===== src/hw/lin_consts.vh =====
// register map, field positions, reset values and timing constants of the lin data block
`ifndef LIN_CONSTS_VH
`define LIN_CONSTS_VH

// ----------------------------------------------------------------
// register byte addresses
// ----------------------------------------------------------------
`define ADDR_CTRL 32'h40001800
`define ADDR_RX 32'h40001804
`define ADDR_TX 32'h40001808
`define ADDR_HDR 32'h4000180c
`define ADDR_BAUD 32'h40001810
`define ADDR_IRQ_STAT 32'h40001820
`define ADDR_IRQ_CLR 32'h40001824
`define ADDR_IRQ_EN 32'h40001828

// ----------------------------------------------------------------
// field positions
// ----------------------------------------------------------------
`define CTRL_START_STOP 24
`define CTRL_UNLOCK 25
`define RX_START 8
`define RX_STOP 9
`define RX_SYNC 10
`define TX_START 8
`define TX_STOP 9
`define HDR_DEL_LO 16
`define HDR_DEL_HI 23
`define BAUD_AUTO_LO 16
`define BAUD_AUTO_HI 30
`define IRQ_OVR 4
`define IRQ_CLASH 5
`define IRQ_TXOFF 6
`define IRQ_IDLE 7

// ----------------------------------------------------------------
// reset values and frame timing
// ----------------------------------------------------------------
`define CTRL_BAUD_RST 15'h03e8
`define IDLE_START 1'b0
`define IDLE_STOP 1'b1
`define TICK_NS 7'h32
`define CLK_NS 7'h08
`define SUB_PER_BIT 19'h00010
`define SAMPLE_PHASE 4'h7
`define LAST_PHASE 4'hf
`define LAST_BIT 4'h9
`define BREAK_MIN 9'h0b0
`define LOW_SAT 9'h1ff
`define DEL_SAT 8'hff

`endif


===== src/hw/lin_rx_frame.v =====
// receive framer and break/delimiter length meter for the lin data block
`timescale 1ns/1ns
`include "lin_consts.vh"

module lin_rx_frame
(
    input wire clock,
    input wire sys_rst,
    input wire line,
    input wire sub_tick,
    input wire enable,
    output reg byte_valid_r,
    output reg [7:0] byte_data_r,
    output reg start_bit_r,
    output reg stop_bit_r,
    output reg [8:0] brk_low_r,
    output reg [7:0] brk_del_r
);

localparam [1:0] ST_IDLE = 2'b01;
localparam [1:0] ST_FRAME = 2'b10;

reg [1:0] state_r;
reg line_d_r;
reg [3:0] phase_r;
reg [3:0] bit_idx_r;
reg [8:0] low_cnt_r;
reg [7:0] del_cnt_r;
reg del_run_r;
wire fall = line_d_r & ~line;
wire rise = ~line_d_r & line;

// ----------------------------------------------------------------
// byte framer, sampled at mid bit
// ----------------------------------------------------------------
always @(posedge clock)
begin
    byte_valid_r <= 1'b0;
    line_d_r <= line;
    if (sys_rst)
    begin
        state_r <= ST_IDLE;
        phase_r <= 4'h0;
        bit_idx_r <= 4'h0;
        byte_data_r <= 8'h00;
        start_bit_r <= 1'b0;
        stop_bit_r <= 1'b0;
        line_d_r <= 1'b1;
    end
    else
    begin
        case (state_r)
            ST_IDLE:
            begin
                // locked path: no byte is taken while unlock is clear
                if (fall && enable) // RULE14
                begin
                    state_r <= ST_FRAME;
                    phase_r <= 4'h0;
                    bit_idx_r <= 4'h0;
                end
            end
            ST_FRAME:
            begin
                if (sub_tick)
                begin
                    phase_r <= phase_r + 4'h1;
                    if (phase_r == `SAMPLE_PHASE)
                    begin
                        if (bit_idx_r == 4'h0)
                        begin
                            start_bit_r <= line; // RULE2
                            // a glitch, not a start bit
                            if (line)
                                state_r <= ST_IDLE;
                        end
                        else if (bit_idx_r == `LAST_BIT)
                        begin
                            stop_bit_r <= line; // RULE2
                            byte_valid_r <= 1'b1;
                            state_r <= ST_IDLE;
                        end
                        else
                            byte_data_r <= {line, byte_data_r[7:1]}; // RULE1
                    end
                    if (phase_r == `LAST_PHASE)
                        bit_idx_r <= bit_idx_r + 4'h1;
                end
            end
            default:
                state_r <= ST_IDLE;
        endcase
    end
end

// ----------------------------------------------------------------
// break low phase and delimiter meters, in sixteenths of a bit
// ----------------------------------------------------------------
always @(posedge clock)
begin
    if (sys_rst)
    begin
        low_cnt_r <= 9'h000;
        del_cnt_r <= 8'h00;
        del_run_r <= 1'b0;
        brk_low_r <= 9'h000;
        brk_del_r <= 8'h00;
    end
    else
    begin
        if (fall)
            low_cnt_r <= 9'h000;
        else if (!line && sub_tick && low_cnt_r != `LOW_SAT)
            low_cnt_r <= low_cnt_r + 9'h001;
        // a long enough low phase is a new break: keep both lengths until the next
        if (rise && low_cnt_r >= `BREAK_MIN)
        begin
            brk_low_r <= low_cnt_r; // RULE7 RULE15
            del_run_r <= 1'b1;
            del_cnt_r <= 8'h00;
        end
        else if (del_run_r && fall)
        begin
            brk_del_r <= del_cnt_r; // RULE8 RULE15
            del_run_r <= 1'b0;
        end
        else if (del_run_r && sub_tick && del_cnt_r != `DEL_SAT)
            del_cnt_r <= del_cnt_r + 8'h01;
    end
end

endmodule


===== src/hw/lin_tx_frame.v =====
// transmit framer for the lin data block: start bit, eight data bits lsb first, stop bit
`timescale 1ns/1ns
`include "lin_consts.vh"

module lin_tx_frame
(
    input wire clock,
    input wire sys_rst,
    input wire sub_tick,
    input wire load,
    input wire [7:0] data,
    input wire start_bit,
    input wire stop_bit,
    output reg line_r,
    output reg busy_r,
    output reg done_r
);

localparam [1:0] ST_IDLE = 2'b01;
localparam [1:0] ST_SEND = 2'b10;

reg [1:0] state_r;
reg [9:0] shift_r;
reg [3:0] phase_r;
reg [3:0] bit_idx_r;

// ----------------------------------------------------------------
// shifter, one bit per sixteen sub ticks
// ----------------------------------------------------------------
always @(posedge clock)
begin
    done_r <= 1'b0;
    if (sys_rst)
    begin
        state_r <= ST_IDLE;
        shift_r <= 10'h3ff;
        phase_r <= 4'h0;
        bit_idx_r <= 4'h0;
        line_r <= 1'b1;
        busy_r <= 1'b0;
    end
    else
    begin
        case (state_r)
            ST_IDLE:
            begin
                line_r <= 1'b1;
                if (load)
                begin
                    shift_r <= {stop_bit, data, start_bit};
                    phase_r <= 4'h0;
                    bit_idx_r <= 4'h0;
                    busy_r <= 1'b1;
                    state_r <= ST_SEND;
                end
            end
            ST_SEND:
            begin
                line_r <= shift_r[0];
                if (sub_tick)
                begin
                    phase_r <= phase_r + 4'h1;
                    if (phase_r == `LAST_PHASE)
                    begin
                        shift_r <= {1'b1, shift_r[9:1]};
                        bit_idx_r <= bit_idx_r + 4'h1;
                        if (bit_idx_r == `LAST_BIT)
                        begin
                            busy_r <= 1'b0;
                            done_r <= 1'b1;
                            state_r <= ST_IDLE;
                        end
                    end
                end
            end
            default:
                state_r <= ST_IDLE;
        endcase
    end
end

endmodule


===== src/hw/lin_data_timing_regs.v =====
// apb register block for lin received data, transmit data, header timing and bit period
//
// Behaviour
// RULE1 - received data byte in receive bits 7..0
// RULE2 - sampled start bit 8, stop bit 9
// RULE3 - synchronised receive line level at bit 10
// RULE4 - unused register bits always read zero
// RULE5 - transmit byte written, reads back zero
// RULE6 - start/stop bits need unlock and halfword+
// RULE7 - break low length: whole 8..4, sixteenths 3..0
// RULE8 - delimiter: sixteenths 19..16, whole 23..20
// RULE9 - four enables gate four status sources
// RULE10 - read-only controller bit period, default 1000
// RULE11 - read-write autobaud bit period at 30..16
// RULE12 - software writes zero to bit 15
// RULE13 - override picks written start/stop, else 0/1
// RULE14 - unlock opens receive and transmit paths
// RULE15 - break lengths refresh on every new break
`timescale 1ns/1ns
`include "lin_consts.vh"

module lin_data_timing_regs
#(
    // sub ticks of quiet high line before bus inactive is flagged
    parameter IDLE_SUBTICKS = 400000
)
(
    input wire clock,
    input wire sys_rst,
    input wire psel,
    input wire penable,
    input wire pwrite,
    input wire [31:0] paddr,
    input wire [31:0] pwdata,
    input wire [3:0] pstrb,
    output reg [31:0] prdata,
    output reg pready,
    output reg pslverr,
    input wire serial_receive_line,
    output wire serial_transmit_line,
    output reg irq
);

// ----------------------------------------------------------------
// declarations
// ----------------------------------------------------------------
reg rx_meta_r;
reg rx_sync_r;
reg [6:0] base_acc_r;
reg base_tick_r;
reg [18:0] sub_acc_r;
reg sub_tick_r;
reg unlock_r;
reg start_stop_r;
reg [14:0] auto_baud_r;
reg tx_start_r;
reg tx_stop_r;
reg unread_r;
reg [7:4] irq_stat_r;
reg [7:4] irq_en_r;
reg [7:4] irq_stat_nxt;
reg [7:4] irq_event;
reg [18:0] idle_cnt_r;
reg idle_done_r;
reg tx_load_r;
reg [7:0] tx_byte_r;
reg [31:0] rd_word;
wire [14:0] ctrl_baud = `CTRL_BAUD_RST;
wire [18:0] period;
wire [6:0] base_sum;
wire [18:0] sub_sum;
wire rx_valid;
wire [7:0] rx_byte;
wire rx_start;
wire rx_stop;
wire [8:0] brk_low;
wire [7:0] brk_del;
wire tx_busy;
wire tx_done;
wire setup = psel & ~penable;
wire acc_done = psel & penable & pready;
wire wr_done = acc_done & pwrite & ~pslverr;
wire rd_done = acc_done & ~pwrite & ~pslverr;

// ----------------------------------------------------------------
// address decode, shared by read and write paths
// ----------------------------------------------------------------
function addr_known;
    input [31:0] a;
    begin
        addr_known = (a == `ADDR_CTRL) || (a == `ADDR_RX) || (a == `ADDR_TX) ||
            (a == `ADDR_HDR) || (a == `ADDR_BAUD) || (a == `ADDR_IRQ_STAT) ||
            (a == `ADDR_IRQ_CLR) || (a == `ADDR_IRQ_EN);
    end
endfunction

// ----------------------------------------------------------------
// receive line synchroniser
// ----------------------------------------------------------------
// first stage feeds only the second one
always @(posedge clock)
begin
    if (sys_rst)
    begin
        rx_meta_r <= 1'b1;
        rx_sync_r <= 1'b1;
    end
    else
    begin
        rx_meta_r <= serial_receive_line;
        rx_sync_r <= rx_meta_r; // RULE3
    end
end

// ----------------------------------------------------------------
// 50 ns base tick and sixteenth-of-bit tick
// ----------------------------------------------------------------
// fractional divider: 50 ns is not a whole number of 8 ns cycles,
// so ticks come 6 or 7 cycles apart but average exactly 50 ns
assign base_sum = base_acc_r + `CLK_NS;
// a nonzero autobaud value takes over from the controller period
assign period = (auto_baud_r != 15'h0000) ? {4'h0, auto_baud_r} : {4'h0, ctrl_baud}; // RULE11
assign sub_sum = sub_acc_r + `SUB_PER_BIT;

always @(posedge clock)
begin
    if (sys_rst)
    begin
        base_acc_r <= 7'h00;
        base_tick_r <= 1'b0;
        sub_acc_r <= 19'h00000;
        sub_tick_r <= 1'b0;
    end
    else
    begin
        if (base_sum >= `TICK_NS)
        begin
            base_acc_r <= base_sum - `TICK_NS;
            base_tick_r <= 1'b1;
        end
        else
        begin
            base_acc_r <= base_sum;
            base_tick_r <= 1'b0;
        end
        // periods below 16 counts lose sub ticks: far beyond any lin rate
        sub_tick_r <= 1'b0;
        if (base_tick_r)
        begin
            if (sub_sum >= period)
            begin
                sub_acc_r <= sub_sum - period; // RULE10
                sub_tick_r <= 1'b1;
            end
            else
                sub_acc_r <= sub_sum;
        end
    end
end

// ----------------------------------------------------------------
// framers
// ----------------------------------------------------------------
lin_rx_frame u_rx
(
    .clock(clock),
    .sys_rst(sys_rst),
    .line(rx_sync_r),
    .sub_tick(sub_tick_r),
    .enable(unlock_r),
    .byte_valid_r(rx_valid),
    .byte_data_r(rx_byte),
    .start_bit_r(rx_start),
    .stop_bit_r(rx_stop),
    .brk_low_r(brk_low),
    .brk_del_r(brk_del)
);

lin_tx_frame u_tx
(
    .clock(clock),
    .sys_rst(sys_rst),
    .sub_tick(sub_tick_r),
    .load(tx_load_r),
    .data(tx_byte_r),
    .start_bit(start_stop_r ? tx_start_r : `IDLE_START), // RULE13
    .stop_bit(start_stop_r ? tx_stop_r : `IDLE_STOP), // RULE13
    .line_r(serial_transmit_line),
    .busy_r(tx_busy),
    .done_r(tx_done)
);

// ----------------------------------------------------------------
// apb handshake: one wait-free access phase after setup
// ----------------------------------------------------------------
always @(posedge clock)
begin
    if (sys_rst)
    begin
        pready <= 1'b0;
        pslverr <= 1'b0;
        prdata <= 32'h00000000;
    end
    else
    begin
        pready <= setup;
        pslverr <= setup & ~addr_known(paddr);
        // read data is captured at setup so that it leaves a flop
        prdata <= (setup & ~pwrite) ? rd_word : 32'h00000000;
    end
end

// ----------------------------------------------------------------
// read mux
// ----------------------------------------------------------------
// every bit not named below reads zero
always @*
begin
    rd_word = 32'h00000000; // RULE4
    case (paddr)
        `ADDR_CTRL:
        begin
            rd_word[`CTRL_START_STOP] = start_stop_r;
            rd_word[`CTRL_UNLOCK] = unlock_r;
        end
        `ADDR_RX:
        begin
            rd_word[7:0] = rx_byte; // RULE1
            rd_word[`RX_START] = rx_start; // RULE2
            rd_word[`RX_STOP] = rx_stop; // RULE2
            rd_word[`RX_SYNC] = rx_sync_r; // RULE3
        end
        `ADDR_TX:
            rd_word = 32'h00000000; // RULE5
        `ADDR_HDR:
        begin
            rd_word[8:0] = brk_low; // RULE7
            rd_word[`HDR_DEL_HI:`HDR_DEL_LO] = brk_del; // RULE8
        end
        `ADDR_BAUD:
        begin
            rd_word[14:0] = ctrl_baud; // RULE10
            rd_word[`BAUD_AUTO_HI:`BAUD_AUTO_LO] = auto_baud_r; // RULE11
        end
        `ADDR_IRQ_STAT:
            rd_word[7:4] = irq_stat_r;
        `ADDR_IRQ_EN:
            rd_word[7:4] = irq_en_r;
        default:
            rd_word = 32'h00000000;
    endcase
end

// ----------------------------------------------------------------
// software-written settings
// ----------------------------------------------------------------
always @(posedge clock)
begin
    if (sys_rst)
    begin
        unlock_r <= 1'b0;
        start_stop_r <= 1'b0;
        auto_baud_r <= 15'h0000;
        irq_en_r <= 4'h0;
    end
    else if (wr_done)
    begin
        if (paddr == `ADDR_CTRL && pstrb[3])
        begin
            start_stop_r <= pwdata[`CTRL_START_STOP];
            unlock_r <= pwdata[`CTRL_UNLOCK]; // RULE14
        end
        // bit 15 and bit 31 are not stored; zero is expected there
        if (paddr == `ADDR_BAUD)
        begin
            if (pstrb[2])
                auto_baud_r[7:0] <= pwdata[23:16]; // RULE11 RULE12
            if (pstrb[3])
                auto_baud_r[14:8] <= pwdata[30:24]; // RULE11
        end
        if (paddr == `ADDR_IRQ_EN && pstrb[0])
            irq_en_r <= pwdata[7:4]; // RULE9
    end
end

// ----------------------------------------------------------------
// transmit register: load the framer when it is free
// ----------------------------------------------------------------
always @(posedge clock)
begin
    tx_load_r <= 1'b0;
    if (sys_rst)
    begin
        tx_byte_r <= 8'h00;
        tx_start_r <= `IDLE_START;
        tx_stop_r <= `IDLE_STOP;
    end
    else if (wr_done && paddr == `ADDR_TX && unlock_r && !tx_busy && !tx_load_r)
    begin
        if (pstrb[0])
        begin
            tx_byte_r <= pwdata[7:0]; // RULE5
            tx_load_r <= 1'b1;
        end
        // a byte write cannot touch the framing bits
        if (pstrb[1:0] == 2'b11)
        begin
            tx_start_r <= pwdata[`TX_START]; // RULE6
            tx_stop_r <= pwdata[`TX_STOP]; // RULE6
        end
    end
end

// ----------------------------------------------------------------
// bus inactive detector on the synchronised line
// ----------------------------------------------------------------
always @(posedge clock)
begin
    if (sys_rst)
    begin
        idle_cnt_r <= 19'h00000;
        idle_done_r <= 1'b0;
    end
    else if (!rx_sync_r)
    begin
        idle_cnt_r <= 19'h00000;
        idle_done_r <= 1'b0;
    end
    else if (sub_tick_r && !idle_done_r)
    begin
        if (idle_cnt_r == IDLE_SUBTICKS[18:0] - 19'h00001)
            idle_done_r <= 1'b1;
        idle_cnt_r <= idle_cnt_r + 19'h00001;
    end
end

// ----------------------------------------------------------------
// interrupt status: events set, clear register clears, set wins
// ----------------------------------------------------------------
always @*
begin
    irq_event = 4'h0;
    irq_event[`IRQ_OVR] = rx_valid & unread_r & ~(rd_done & (paddr == `ADDR_RX));
    irq_event[`IRQ_CLASH] = wr_done & (paddr == `ADDR_TX) & (tx_busy | tx_load_r);
    irq_event[`IRQ_TXOFF] = tx_done;
    irq_event[`IRQ_IDLE] = sub_tick_r & rx_sync_r & ~idle_done_r &
        (idle_cnt_r == IDLE_SUBTICKS[18:0] - 19'h00001);
    irq_stat_nxt = irq_stat_r;
    if (wr_done && paddr == `ADDR_IRQ_CLR && pstrb[0])
        irq_stat_nxt = irq_stat_r & ~pwdata[7:4];
    irq_stat_nxt = irq_stat_nxt | irq_event;
end

// the interrupt follows the status flop, so it lags the status by one cycle and events by two
always @(posedge clock)
begin
    if (sys_rst)
    begin
        irq_stat_r <= 4'h0;
        unread_r <= 1'b0;
        irq <= 1'b0;
    end
    else
    begin
        irq_stat_r <= irq_stat_nxt;
        irq <= |(irq_stat_r & irq_en_r); // RULE9
        // a fresh byte keeps the unread mark even during a read
        if (rx_valid)
            unread_r <= 1'b1;
        else if (rd_done && paddr == `ADDR_RX)
            unread_r <= 1'b0;
    end
end

endmodule


===== config.mk =====
export PLATFORM = sky130hd
export DESIGN_NAME = lin_data_timing_regs
export DESIGN_NICKNAME = d
export VERILOG_FILES = /design/src/hw/lin_rx_frame.v /design/src/hw/lin_tx_frame.v /design/src/hw/lin_data_timing_regs.v
export VERILOG_INCLUDE_DIRS = /design/src /design/src/hw
export SDC_FILE = /design/constraint.sdc
export NUM_CORES = 1
export LEC_CHECK = 0
export BUFFER_PORTS_ARGS = -buffer_cell sky130_fd_sc_hd__buf_2
export CORE_ASPECT_RATIO = 0.5
export CORE_UTILIZATION = 45
export CTS_CLUSTER_SIZE = 10
export DETAILED_ROUTE_END_ITERATION = 12
export MAX_ROUTING_LAYER = met4
export SYNTH_ARGS = -nofsm -noshare
export SYNTH_HDL_FRONTEND = slang
export SYNTH_HIERARCHICAL = 1
export SYNTH_SLANG_ARGS = --single-unit

===== constraint.sdc =====
create_clock -name clock -period 4.7 [get_ports clock]
set_clock_uncertainty 0.1 [all_clocks]
set_input_delay 0.235 -clock clock [delete_from_list [all_inputs] [get_ports clock]]
set_output_delay 0.235 -clock clock [all_outputs]
set_load 0.02 [all_outputs]

==> flow_summary.rst, run 1 <==
.. list-table::
   :header-rows: 1

   * - Metric
     - Value
   * - Outcome
     - completed
   * - Number of different library cells in the post-synthesis netlist
     - 82
   * - Delay of the slowest cell on the worst path
     - 460 ps
   * - Final Hold Fails
     - 0
   * - Crit path max-delay cell type
     - sky130_fd_sc_hd__or3_1
   * - Series of cell instances along the critical path
     - ha_1, nand3_1, nor2_1, nand4_1, xnor2_1, ha_1, nand4_1, inv_1, a221oi_4, nand4_4, or3_1, a21o_1, a21oi_1
   * - Total clock buffers created by CTS
     - 17
   * - Port Buf Inserts
     - 96
   * - Clock Tree Root
     - sky130_fd_sc_hd__clkbuf_16
   * - Total power after layout
     - 4000 µW
   * - Layout net count
     - 1329
   * - Antenna-violating nets left
     - 0
   * - Worst-case vdd ir drop
     - 0.000251 V
   * - Worst-path clk slew
     - 70 ps
   * - Post-synthesis instance total
     - 1117
   * - Number of warnings issued by yosys
     - 6
   * - Drt drc
     - 0
   * - Total track usage
     - 22.3%
   * - Least-Margin Pin Slew
     - 1210 ps
   * - Clock sinks
     - 195
   * - Area growth from synthesis to layout
     - 15.2%
   * - Most used cells in the layout excluding fill and tap cells
     - 195 x sky130_fd_sc_hd__dfxtp_1, 144 x sky130_fd_sc_hd__nor2_1, 95 x sky130_fd_sc_hd__buf_2
   * - Number of setup violations in the final report
     - 0
   * - Initial core utilization
     - 46.6%
   * - Total wire length after detailed routing
     - 23000 µm
   * - Top fanout value on the critical path
     - 28
   * - Number of H-tree branching levels
     - 4
   * - CTS tree
     - built
   * - Antenna violations before repair
     - 0
   * - First-pass DRT Iterations
     - 4
   * - Unrepaired setup endpoints after global routing
     - no
   * - DRC violation total after the first TritonRoute iteration
     - 493
   * - Mean Syn Cell Area
     - 8.69 µm²
   * - Y dimension of the die
     - 106 µm
   * - Top cell type's share of synthesized area
     - 40.2%
   * - Detail-routed net length per standard cell
     - 15.3 µm
   * - Overflow left after global routing
     - 0
   * - Standard cell core area
     - 20800 µm²
   * - Leading cell type in the layout, fill and taps excluded
     - sky130_fd_sc_hd__dfxtp_1
   * - Kind of start point of the critical path
     - register
   * - Max Transition Viols Final
     - 0
   * - Maximum capacitance violations
     - 0
   * - Clock latency at the later pin of the worst-skew pair
     - 440 ps
   * - Antenna Cells
     - 0
   * - Largest net degree at the start of global routing
     - 86
   * - Power per unit of standard cell area
     - 357 nW/µm²
   * - Clock period minus worst slack
     - 4000 ps
   * - Critical path required time
     - 4970 ps
   * - Largest cells by area after synthesis
     - sky130_fd_sc_hd__dfxtp_1 40%, sky130_fd_sc_hd__mux2i_1 6.8%, sky130_fd_sc_hd__nor2_1 5.6%
   * - EDFF count, synth
     - 0
   * - Fraction of registers with async set/reset
     - 0%
   * - Fraction of the yosys area taken by sequential cells
     - 40.2%
   * - Worst-case headroom to the max-slew limit
     - 19.3%
   * - Vias in the first global route
     - 7903
   * - Share of the clock period used by the worst path after layout
     - 85.1%
   * - Filler Cells Inserted
     - 1938
   * - Capturing element type of the critical path
     - register
   * - Leakage power summed over all cells
     - 0.00440 µW
   * - RD Place Congestion
     - 0.854
   * - Post-synthesis register bit count
     - 195
   * - Post-DP HPWL
     - 16500 µm
   * - Dominant register cell in the synthesized netlist
     - sky130_fd_sc_hd__dfxtp_1
   * - Maximum clock insertion buffer count
     - 2
   * - Post-Route Setup TNS
     - 0 ps
   * - Combined area of all synthesized cells
     - 9710 µm²
   * - Post-cts sizing count
     - 0
   * - Total vias in the final route
     - 8183
   * - Standard-cell row count
     - 37
   * - Die outline area
     - 22200 µm²
   * - Die boundary width
     - 210 µm
   * - First-pass GRT wire length
     - 38600 µm
   * - I/O Pins
     - 110
   * - Share of final-layout standard cells stronger than drive strength 1
     - 13.6%
   * - Worst min-delay path class
     - in2reg
   * - Via density
     - 5.44
   * - Critical path start-end classification
     - reg2reg
   * - Maximum operating frequency
     - 250 MHz
   * - CP arrival
     - 4270 ps
   * - Cell accounting for the most synthesized area
     - sky130_fd_sc_hd__dfxtp_1
-- cell families after synthesis --
logic type      after synthesis  share of synthesized area, %
xor+xnor                     55                          4.96
compound gates              192                          13.1
fa+ha+maj                    37                          4.85
simple gates                481                          25.8
other cells                   1                        0.0386
mux                          70                          7.27
buf+inv                      86                          3.84
flops                       195                          40.2
-- metrics by stage --
stage	utilization [%]	instance area, µm²	instances	setup slack [ps]	hold WS, ps
after global routing	53.7	11200	1504	433	29.3
after detailed placement	49.6	10300	1443	732	296
final	53.7	11200	1504	699	22.9
after floorplan	-	9730	1122	1240	239
after global placement	49.6	10300	1443	844	301
after CTS	53.7	11200	1504	717	9.69
-- Yosys cell counts, types with 5 or more instances --
cell,number
sky130_fd_sc_hd__dfxtp_1,195
sky130_fd_sc_hd__nor2_1,144
sky130_fd_sc_hd__nand2_1,88
sky130_fd_sc_hd__a21oi_1,70
sky130_fd_sc_hd__mux2i_1,66
sky130_fd_sc_hd__nor3_1,43
sky130_fd_sc_hd__nand3_1,39
sky130_fd_sc_hd__ha_1,36
sky130_fd_sc_hd__inv_1,36
sky130_fd_sc_hd__xnor2_1,29
sky130_fd_sc_hd__xor2_1,26
sky130_fd_sc_hd__clkbuf_1,25
sky130_fd_sc_hd__o21ai_0,24
sky130_fd_sc_hd__nand4_1,22
sky130_fd_sc_hd__nor2b_1,22
sky130_fd_sc_hd__a211oi_1,18
sky130_fd_sc_hd__nor4_1,18
sky130_fd_sc_hd__and2_1,13
sky130_fd_sc_hd__buf_2,13
sky130_fd_sc_hd__and3_1,12
sky130_fd_sc_hd__nand2b_1,12
sky130_fd_sc_hd__or3_1,12
sky130_fd_sc_hd__o21ai_1,10
sky130_fd_sc_hd__a22o_1,8
sky130_fd_sc_hd__or2_2,8
sky130_fd_sc_hd__and4_1,7
sky130_fd_sc_hd__buf_4,7
sky130_fd_sc_hd__a22oi_1,6
sky130_fd_sc_hd__a21o_1,5
sky130_fd_sc_hd__nor3b_1,5
-- flip-flops by register name (all words and copies together), names as in the netlist, 6 cells and up --
register,cells
prdata,26
idle_cnt_r,19
sub_acc_r,19
auto_baud_r,15
u_tx/shift_r,10
u_rx/brk_low_r,9
u_rx/low_cnt_r,9
tx_byte_r,8
u_rx/brk_del_r,8
u_rx/byte_data_r,8
u_rx/del_cnt_r,8
base_acc_r,6
-- report_power, final --
group	switching [µW]	leakage, µW	internal [µW]
Combinational	458	0.00255	314
Sequential	68.9	0.00157	1730
Clock	659	0.000276	764
Total	1190	0.00440	2810
-- worst max-delay path: cells and delay by family, from the launching register on --
family                     cells  cell delay, ps
and+or+nand+nor                6            1770
AOI/OAI and AO/OA              3             670
adders and majority gates      2             620
DFF                            1             420
xor gates and xnor gates       1             240
buffers and inverters          1              90
-- worst paths after layout --
kind                             startpoint                         to  slack, ps  cells after the start
setup reg to reg  sub_acc_r[4]$_SDFFE_PP0P_  sub_acc_r[8]$_SDFFE_PP0P_        700                     13
setup / recovery  sub_acc_r[4]$_SDFFE_PP0P_  sub_acc_r[8]$_SDFFE_PP0P_        700                     13
hold / removal                     pstrb[1]     tx_stop_r$_SDFFE_PP1P_         20                      4
hold reg to reg        rx_meta_r$_SDFF_PP1_       rx_sync_r$_SDFF_PP1_        320                      1
-- layout make-up --
cell class	instances	area, µm²	area share [%]
multi-input cells	841	5460	48.8
well taps	273	342	3.06
repair buffers	126	781	6.98
clock inverters	10	96.3	0.862
flip-flops and latches	195	3900	34.9
clock buffers	22	464	4.15
inverters	37	139	1.24
-- metal layers --
| metal | vias up | track usage (%) | wire length (µm) |
|---|---|---|---|
| met4 | 0 | 6.15 | 266 |
| met2 | 85 | 36.2 | 10800 |
| li1 | 4157 | - | - |
| met3 | 25 | 4.68 | 639 |
| met1 | 3916 | 28.2 | 11300 |
| met5 | - | - | 0 |
-- what timing repair did --
item | CTS | global route
buffers inserted | 0 | 0
hold buffers | 29 | 0
setup endpoints to repair | 0 | 0
hold endpoints to repair | 33 | 0
Note: power is estimated with default switching activity, not from simulation.
==> run 2, diff against run 1 <==
--- a/config.mk
+++ b/config.mk
@@ -7,12 +7,13 @@
 export NUM_CORES = 1
 export LEC_CHECK = 0
 export BUFFER_PORTS_ARGS = -buffer_cell sky130_fd_sc_hd__buf_2
+export CAP_MARGIN = 20
 export CORE_ASPECT_RATIO = 0.5
 export CORE_UTILIZATION = 45
 export CTS_CLUSTER_SIZE = 10
 export DETAILED_ROUTE_END_ITERATION = 12
 export MAX_ROUTING_LAYER = met4
+export SETUP_SLACK_MARGIN = 0.5
 export SYNTH_ARGS = -nofsm -noshare
 export SYNTH_HDL_FRONTEND = slang
-export SYNTH_HIERARCHICAL = 1
 export SYNTH_SLANG_ARGS = --single-unit
==> run 2 against run 1 <==
Net effect: routed wire length decreased by 8.4%; maximum frequency increased by 3.6%; utilization increased by 1.0 points; critical path type unchanged; sequential power about the same; combinational power decreased by 37%.
==> flow_summary.rst, run 2 <==
.. list-table::
   :header-rows: 1

   * - Metric
     - Value
   * - Number of different library cells in the post-synthesis netlist
     - 61
   * - Power per unit of standard cell area
     - 344 nW/µm²
   * - Clock period minus worst slack
     - 3860 ps
   * - Worst-case vdd ir drop
     - 0.000204 V
   * - Worst-path clk slew
     - 70 ps
   * - RD Place Congestion
     - 0.823
   * - Total clock buffers created by CTS
     - 17
   * - Area growth from synthesis to layout
     - 16.8%
   * - Startpoint of the most critical setup path
     - sub_acc_r[4]$_SDFFE_PP0P_
   * - Worst min-delay path class
     - in2reg
   * - Kind of start point of the critical path
     - register
   * - Port Buf Inserts
     - 96
   * - First-pass DRT Iterations
     - 4
   * - Clock latency at the later pin of the worst-skew pair
     - 450 ps
   * - Final Hold Fails
     - 0
   * - Share of the clock period used by the worst path after layout
     - 82.2%
   * - Detail-routed net length per standard cell
     - 14.5 µm
   * - Post-Route Setup TNS
     - 0 ps
   * - I/O Pins
     - 110
   * - Dominant register cell in the synthesized netlist
     - sky130_fd_sc_hd__dfxtp_1
   * - Top cell type's share of synthesized area
     - 42.0%
   * - Largest registers ranked by flip-flop count
     - prdata (26), idle_cnt_r (19), sub_acc_r (19)
   * - Most used cells in the layout excluding fill and tap cells
     - 195 x sky130_fd_sc_hd__dfxtp_1, 185 x sky130_fd_sc_hd__nor2_1, 95 x sky130_fd_sc_hd__buf_2
   * - Post-DP HPWL
     - 15000 µm
   * - Maximum clock insertion buffer count
     - 2
   * - Leakage power summed over all cells
     - 0.00414 µW
   * - Least-Margin Pin Slew
     - 966 ps
   * - Number of warnings issued by yosys
     - 0
   * - Vias in the first global route
     - 7320
   * - Maximum capacitance violations
     - 0
   * - Share of final-layout standard cells stronger than drive strength 1
     - 13.6%
   * - Largest net degree at the start of global routing
     - 90
   * - CTS tree
     - built
   * - Layout net count
     - 1288
   * - Top fanout value on the critical path
     - 13
   * - Cell accounting for the most synthesized area
     - sky130_fd_sc_hd__dfxtp_1
   * - CP arrival
     - 4080 ps
   * - Leading cell type in the layout, fill and taps excluded
     - sky130_fd_sc_hd__dfxtp_1
   * - DRC violation total after the first TritonRoute iteration
     - 309
   * - Critical path start-end classification
     - reg2reg
   * - Total wire length after detailed routing
     - 21100 µm
   * - Mean Syn Cell Area
     - 8.66 µm²
   * - Fraction of registers with async set/reset
     - 0%
   * - Antenna violations before repair
     - 0
   * - Via density
     - 5.25
   * - Number of H-tree branching levels
     - 4
   * - Post-synthesis register bit count
     - 195
   * - Most instantiated cells after synthesis
     - 195 x sky130_fd_sc_hd__dfxtp_1, 185 x sky130_fd_sc_hd__nor2_1, 79 x sky130_fd_sc_hd__nand2_1
   * - Largest cells by area after synthesis
     - sky130_fd_sc_hd__dfxtp_1 42%, sky130_fd_sc_hd__nor2_1 7.5%, sky130_fd_sc_hd__mux2i_1 7.0%
   * - Overflow left after global routing
     - 0
   * - Unrepaired setup endpoints after global routing
     - no
   * - Capturing element type of the critical path
     - register
   * - Outcome
     - completed
   * - Y dimension of the die
     - 104 µm
   * - Die outline area
     - 21300 µm²
   * - Number of setup violations in the final report
     - 0
   * - Die boundary width
     - 205 µm
   * - Worst-case headroom to the max-slew limit
     - 35.3%
   * - Drt drc
     - 0
   * - EDFF count, synth
     - 0
   * - Antenna Cells
     - 0
   * - Fraction of the yosys area taken by sequential cells
     - 42.0%
   * - Initial core utilization
     - 46.8%
   * - Standard-cell row count
     - 36
   * - Critical path required time
     - 4920 ps
   * - Standard cell core area
     - 19900 µm²
   * - First-pass GRT wire length
     - 35700 µm
   * - Clock sinks
     - 195
   * - Total track usage
     - 21.5%
   * - Filler Cells Inserted
     - 1849
   * - Register-to-Register Setup Slack
     - 840 ps
   * - Register with the most flip-flops
     - prdata
   * - Flip-flop count of the largest register after layout
     - 26
   * - Min-delay src
     - paddr[22]
   * - Antenna-violating nets left
     - 0
   * - Total vias in the final route
     - 7650
   * - Maximum operating frequency
     - 259 MHz
   * - Max Transition Viols Final
     - 0
   * - Post-synthesis instance total
     - 1073
   * - Worst reg2reg path startpoint
     - sub_acc_r[4]$_SDFFE_PP0P_
   * - Combined area of all synthesized cells
     - 9300 µm²
   * - Top-count cell post-synth
     - sky130_fd_sc_hd__dfxtp_1
   * - Clock Tree Root
     - sky130_fd_sc_hd__clkbuf_16
   * - Min Hold Slack
     - 55.1 ps
[run 2: cell count changes in the layout (fill, tap and decap cells not counted), moves of 6 or more]
cell | before | now
sky130_fd_sc_hd__nor2_1 | 144 | 185
sky130_fd_sc_hd__nor3_1 | 42 | 20
sky130_fd_sc_hd__nor2b_1 | 22 | 10
sky130_fd_sc_hd__xor2_1 | 26 | 38
sky130_fd_sc_hd__a211oi_1 | 18 | 8
sky130_fd_sc_hd__a21oi_1 | 70 | 61
sky130_fd_sc_hd__nand2_1 | 88 | 79
sky130_fd_sc_hd__a211o_1 | 3 | 10
sky130_fd_sc_hd__inv_1 | 36 | 29
sky130_fd_sc_hd__o21ai_1 | 10 | 3
sky130_fd_sc_hd__mux2_2 | 4 | 10
sky130_fd_sc_hd__nand4_1 | 22 | 16
[run 2: what timing repair did]
item	CTS	global route
setup endpoints to repair	0	3
hold buffers	32	0
hold endpoints to repair	36	0
gates resized for setup	0	1
buffers inserted	0	0
[run 2: metrics by stage]
stage	util (%)	instances	total power (µW)	cell area, µm²	worst slack (ps)
6_report	54.7	1456	3730	10900	838
3_3_place_gp	50.1	1392	2280	9940	819
5_1_grt	54.7	1456	3910	10900	510
3_5_place_dp	50.1	1392	2300	9940	806
2_1_floorplan	-	1078	2180	9320	1100
4_1_cts	54.6	1455	3770	10800	780
[run 2: area by class of cell]
cell class | instances | area, µm² | share of cell area (%)
clock inverters | 13 | 145 | 1.34
inverters | 30 | 113 | 1.04
clock buffers | 18 | 439 | 4.04
flip-flops and latches | 195 | 3900 | 35.9
multi-input cells | 800 | 5080 | 46.8
well taps | 266 | 333 | 3.06
repair buffers | 134 | 848 | 7.81
[run 2: power by group]
group          leakage (µW)  switching, µW  internal, µW  total [µW]
Clock              0.000286            692           764        1460
Combinational       0.00228            274           213         487
Sequential          0.00157           62.8          1720        1790
Total               0.00414           1030          2700        3730
[run 2: per-layer routing]
metal | part of all wire [%] | track usage, % | vias to the layer above
li1 | - | - | 3906
met1 | 49 | 28.3 | 3614
met2 | 46 | 33.1 | 109
met3 | 3.2 | 4.44 | 21
met4 | 1.3 | 6.56 | 0
met5 | 0 | - | -
[run 2: worst paths after layout]
check / to / depth (start not counted)
setup / recovery: sub_acc_r[6]$_SDFFE_PP0P_ / 14
hold / removal: pslverr$_SDFF_PP0_ / 4
setup reg to reg: sub_acc_r[6]$_SDFFE_PP0P_ / 14
hold reg to reg: rx_sync_r$_SDFF_PP1_ / 1
[run 2: kinds of logic after synthesis]
family / share of synthesized area (%)
fa+ha+maj: 4.93
simple gates: 24.3
buf+inv: 3.74
other cells: 0.0403
compound gates: 10.8
flops: 42.0
mux: 8.21
xor+xnor: 6.03
[run 2: worst max-delay path: stages (launching register included)]
cell	delay, ps
sky130_fd_sc_hd__dfxtp_1	450
sky130_fd_sc_hd__ha_2	310
sky130_fd_sc_hd__nand3_1	120
sky130_fd_sc_hd__or2_2	350
sky130_fd_sc_hd__nor2_1	140
sky130_fd_sc_hd__xor2_1	210
sky130_fd_sc_hd__ha_1	290
sky130_fd_sc_hd__nand2_1	100
sky130_fd_sc_hd__nor4_1	50
sky130_fd_sc_hd__and2_1	180
sky130_fd_sc_hd__or4_4	510
sky130_fd_sc_hd__or2_1	460
sky130_fd_sc_hd__mux2i_1	190
sky130_fd_sc_hd__a22oi_1	200
sky130_fd_sc_hd__nor2_1	60
==> run 3, diff against run 2 <==
--- a/config.mk
+++ b/config.mk
@@ -6,6 +6,7 @@
 export SDC_FILE = /design/constraint.sdc
 export NUM_CORES = 1
 export LEC_CHECK = 0
+export ABC_AREA = 1
 export BUFFER_PORTS_ARGS = -buffer_cell sky130_fd_sc_hd__buf_2
 export CAP_MARGIN = 20
 export CORE_ASPECT_RATIO = 0.5
==> constraint.sdc (replaced) <==
create_clock -name clock -period 4 [get_ports clock]
set_clock_uncertainty 0.1 [all_clocks]
set_input_delay 0.2 -clock clock [delete_from_list [all_inputs] [get_ports clock]]
set_output_delay 0.2 -clock clock [all_outputs]
set_load 0.02 [all_outputs]
==> run 3 against run 2 <==
Net effect: routed wire length up 14%; via count up 17%; combinational power up 85%; power up 23%; critical path depth up 3; non-clock buffer count unchanged; die area up 4.0%; cell count up 20%; setup slack worse by 68 ps; critical path type unchanged; critical endpoint is now sub_acc_r[0]$_SDFFE_PP0P_; largest power group unchanged.
==> flow_summary.rst, run 3 <==
.. list-table::
   :header-rows: 1

   * - Metric
     - Value
   * - Outcome
     - completed
   * - Maximum capacitance violations
     - 0
   * - Most instantiated cells after synthesis
     - 212 x sky130_fd_sc_hd__nand2_1, 201 x sky130_fd_sc_hd__inv_1, 195 x sky130_fd_sc_hd__dfxtp_1
   * - Kind of start point of the critical path
     - register
   * - Largest net degree at the start of global routing
     - 81
   * - Top cell type's share of synthesized area
     - 40.3%
   * - Number of H-tree branching levels
     - 4
   * - Area growth from synthesis to layout
     - 16.3%
   * - Global routing met1 resource utilization
     - 29.4%
   * - CTS tree
     - built
   * - Top-count cell post-synth
     - sky130_fd_sc_hd__nand2_1
   * - Power per unit of standard cell area
     - 407 nW/µm²
   * - Most used cells in the layout excluding fill and tap cells
     - 211 x sky130_fd_sc_hd__nand2_1, 201 x sky130_fd_sc_hd__inv_1, 195 x sky130_fd_sc_hd__dfxtp_1
   * - Antenna-violating nets left
     - 0
   * - Total track usage
     - 23.2%
   * - Combined area of all synthesized cells
     - 9680 µm²
   * - Max Transition Viols Final
     - 0
   * - Worst min-delay path class
     - in2reg
   * - Register with the most flip-flops
     - prdata
   * - Post-synthesis instance total
     - 1347
   * - Top fanout value on the critical path
     - 11
   * - Antenna violations before repair
     - 0
   * - Filler Cells Inserted
     - 2073
   * - Mean Syn Cell Area
     - 7.18 µm²
   * - Vias in the first global route
     - 8315
   * - Leading cell type in the layout, fill and taps excluded
     - sky130_fd_sc_hd__nand2_1
   * - Clock period minus worst slack
     - 3230 ps
   * - Cell accounting for the most synthesized area
     - sky130_fd_sc_hd__dfxtp_1
   * - Fraction of the yosys area taken by sequential cells
     - 40.3%
   * - Share of the clock period used by the worst path after layout
     - 80.7%
   * - Post-DP HPWL
     - 17900 µm
   * - Flip-flop count of the largest register after layout
     - 26
   * - Drt drc
     - 0
   * - Delay of the slowest cell on the worst path
     - 430 ps
   * - Layout net count
     - 1577
   * - Port Buf Inserts
     - 96
   * - Least-Margin Pin Slew
     - 894 ps
   * - Unrepaired setup endpoints after global routing
     - no
   * - Capturing element type of the critical path
     - register
   * - Critical path required time
     - 4240 ps
   * - Number of warnings issued by yosys
     - 0
   * - DRC violation total after the first TritonRoute iteration
     - 459
   * - Clock latency at the later pin of the worst-skew pair
     - 450 ps
   * - Total power after layout
     - 4590 µW
   * - Die outline area
     - 22100 µm²
   * - Area of combinational cells with multiple inputs
     - 4850 µm²
   * - Largest registers ranked by flip-flop count
     - prdata (26), idle_cnt_r (19), sub_acc_r (19)
   * - Initial core utilization
     - 46.5%
   * - Share of final-layout standard cells stronger than drive strength 1
     - 11.2%
   * - Die boundary width
     - 209 µm
   * - Antenna Cells
     - 0
   * - Fraction of registers with async set/reset
     - 0%
   * - Series of cell instances along the critical path
     - inv_1, nand4_1, nor4_1, buf_4, nor2_1, ha_1, nand2_1, nor4b_1, nand3_1, nor2_1, nand2_2, nand3_2, nand2_2, inv_2, nand2_1, nand2_1, nor2_1
   * - RD Place Congestion
     - 0.875
   * - Worst-path clk slew
     - 70 ps
   * - Bufs and invs on worst path
     - 3
   * - Crit path max-delay cell type
     - sky130_fd_sc_hd__nor4b_1
   * - Total vias in the final route
     - 8920
   * - Dominant register cell in the synthesized netlist
     - sky130_fd_sc_hd__dfxtp_1
   * - First-pass GRT wire length
     - 39800 µm
   * - Final Hold Fails
     - 0
   * - Via density
     - 5.09
   * - First-pass DRT Iterations
     - 5
   * - Worst-case headroom to the max-slew limit
     - 40.2%
   * - Met2 track utilization from global routing
     - 37.6%
   * - Number of setup violations in the final report
     - 0
   * - Overflow left after global routing
     - 0
   * - Y dimension of the die
     - 106 µm
   * - Standard cell core area
     - 20800 µm²
   * - Largest cells by area after synthesis
     - sky130_fd_sc_hd__dfxtp_1 40%, sky130_fd_sc_hd__nand2_1 8.2%, sky130_fd_sc_hd__inv_1 7.8%
   * - Top Family by Delay on Critical Path
     - simple AND/OR/NAND/NOR gates
   * - Worst-case vdd ir drop
     - 0.000265 V
   * - Maximum clock insertion buffer count
     - 2
   * - Post-synthesis register bit count
     - 195
   * - Detail-routed net length per standard cell
     - 13.7 µm
   * - CP arrival
     - 3470 ps
   * - Clock sinks
     - 195
   * - Clock Tree Root
     - sky130_fd_sc_hd__clkbuf_16
   * - Total clock buffers created by CTS
     - 17
   * - Standard-cell row count
     - 37
   * - I/O Pins
     - 110
   * - Number of different library cells in the post-synthesis netlist
     - 51
   * - Busiest metal layer after global routing
     - met2
   * - Critical path start-end classification
     - reg2reg
   * - Leakage power summed over all cells
     - 0.00479 µW
   * - Met3 global-route usage
     - 4.68%
   * - Total wire length after detailed routing
     - 24100 µm
   * - Flip-flop and latch area
     - 3900 µm²
   * - Maximum operating frequency
     - 310 MHz
   * - EDFF count, synth
     - 0
   * - Post-Route Setup TNS
     - 0 ps
## run 3: layout make-up
class                           count  share of cell area [%]
Clock buffer                       21                    3.91
Multi-Input combinational cell    913                    43.1
Sequential cell                   195                    34.7
Tap cell                          273                    3.03
Timing Repair Buffer              134                    7.47
Inverter                          206                    6.87
Clock inverter                     11                   0.945
## run 3: cells by family after synthesis
kind of cell / share of synthesized area [%]
xor gates and xnor gates: 3.17
buffers and inverters: 9.87
AOI/OAI and AO/OA: 15.7
adders and majority gates: 4.73
and+or+nand+nor: 26.2
DFF: 40.3
other: 0.0388
## run 3: what timing repair did
action,CTS,global route
gates resized for setup,0,4
setup endpoints to repair,0,20
endpoints found under the hold margin,35,0
setup buffers,0,3
hold buffers,30,0
## run 3: metal layers
layer / up-vias / routed length, µm
met1: 4087 / 11800
met3: 21 / 861
met2: 133 / 11200
met5: - / 0
met4: 0 / 274
li1: 4679 / -
## run 3: metrics by stage
step | setup slack (ps) | cells | hold WS (ps) | util [%] | area [µm²]
2_1_floorplan | 1090 | 1352 | 204 | - | 9700
3_3_place_gp | 689 | 1688 | 287 | 49.8 | 10400
3_5_place_dp | 637 | 1688 | 293 | 49.8 | 10400
4_1_cts | 637 | 1750 | 24.0 | 53.9 | 11200
5_1_grt | 541 | 1753 | 55.2 | 54.0 | 11300
6_report | 770 | 1753 | 48.3 | 54.0 | 11300
## run 3: final timing paths
check,start,end,slack [ps],cells after the start
max reg2reg,auto_baud_r[4]$_SDFFE_PP0P_,sub_acc_r[0]$_SDFFE_PP0P_,770,17
max,auto_baud_r[4]$_SDFFE_PP0P_,sub_acc_r[0]$_SDFFE_PP0P_,770,17
min reg2reg,rx_meta_r$_SDFF_PP1_,rx_sync_r$_SDFF_PP1_,340,1
min,paddr[3],prdata[0]$_SDFF_PP0_,50,3
## run 3: tightest hold or removal path: stages
cell and delay [ps]:
sky130_fd_sc_hd__buf_2 170, sky130_fd_sc_hd__nand4_1 120, sky130_fd_sc_hd__a21oi_1 60
## run 3: where the power goes
group,total (µW),internal (µW),switching [µW]
registers,2050,1990,58.4
logic,903,370,533
clock network,1640,860,776
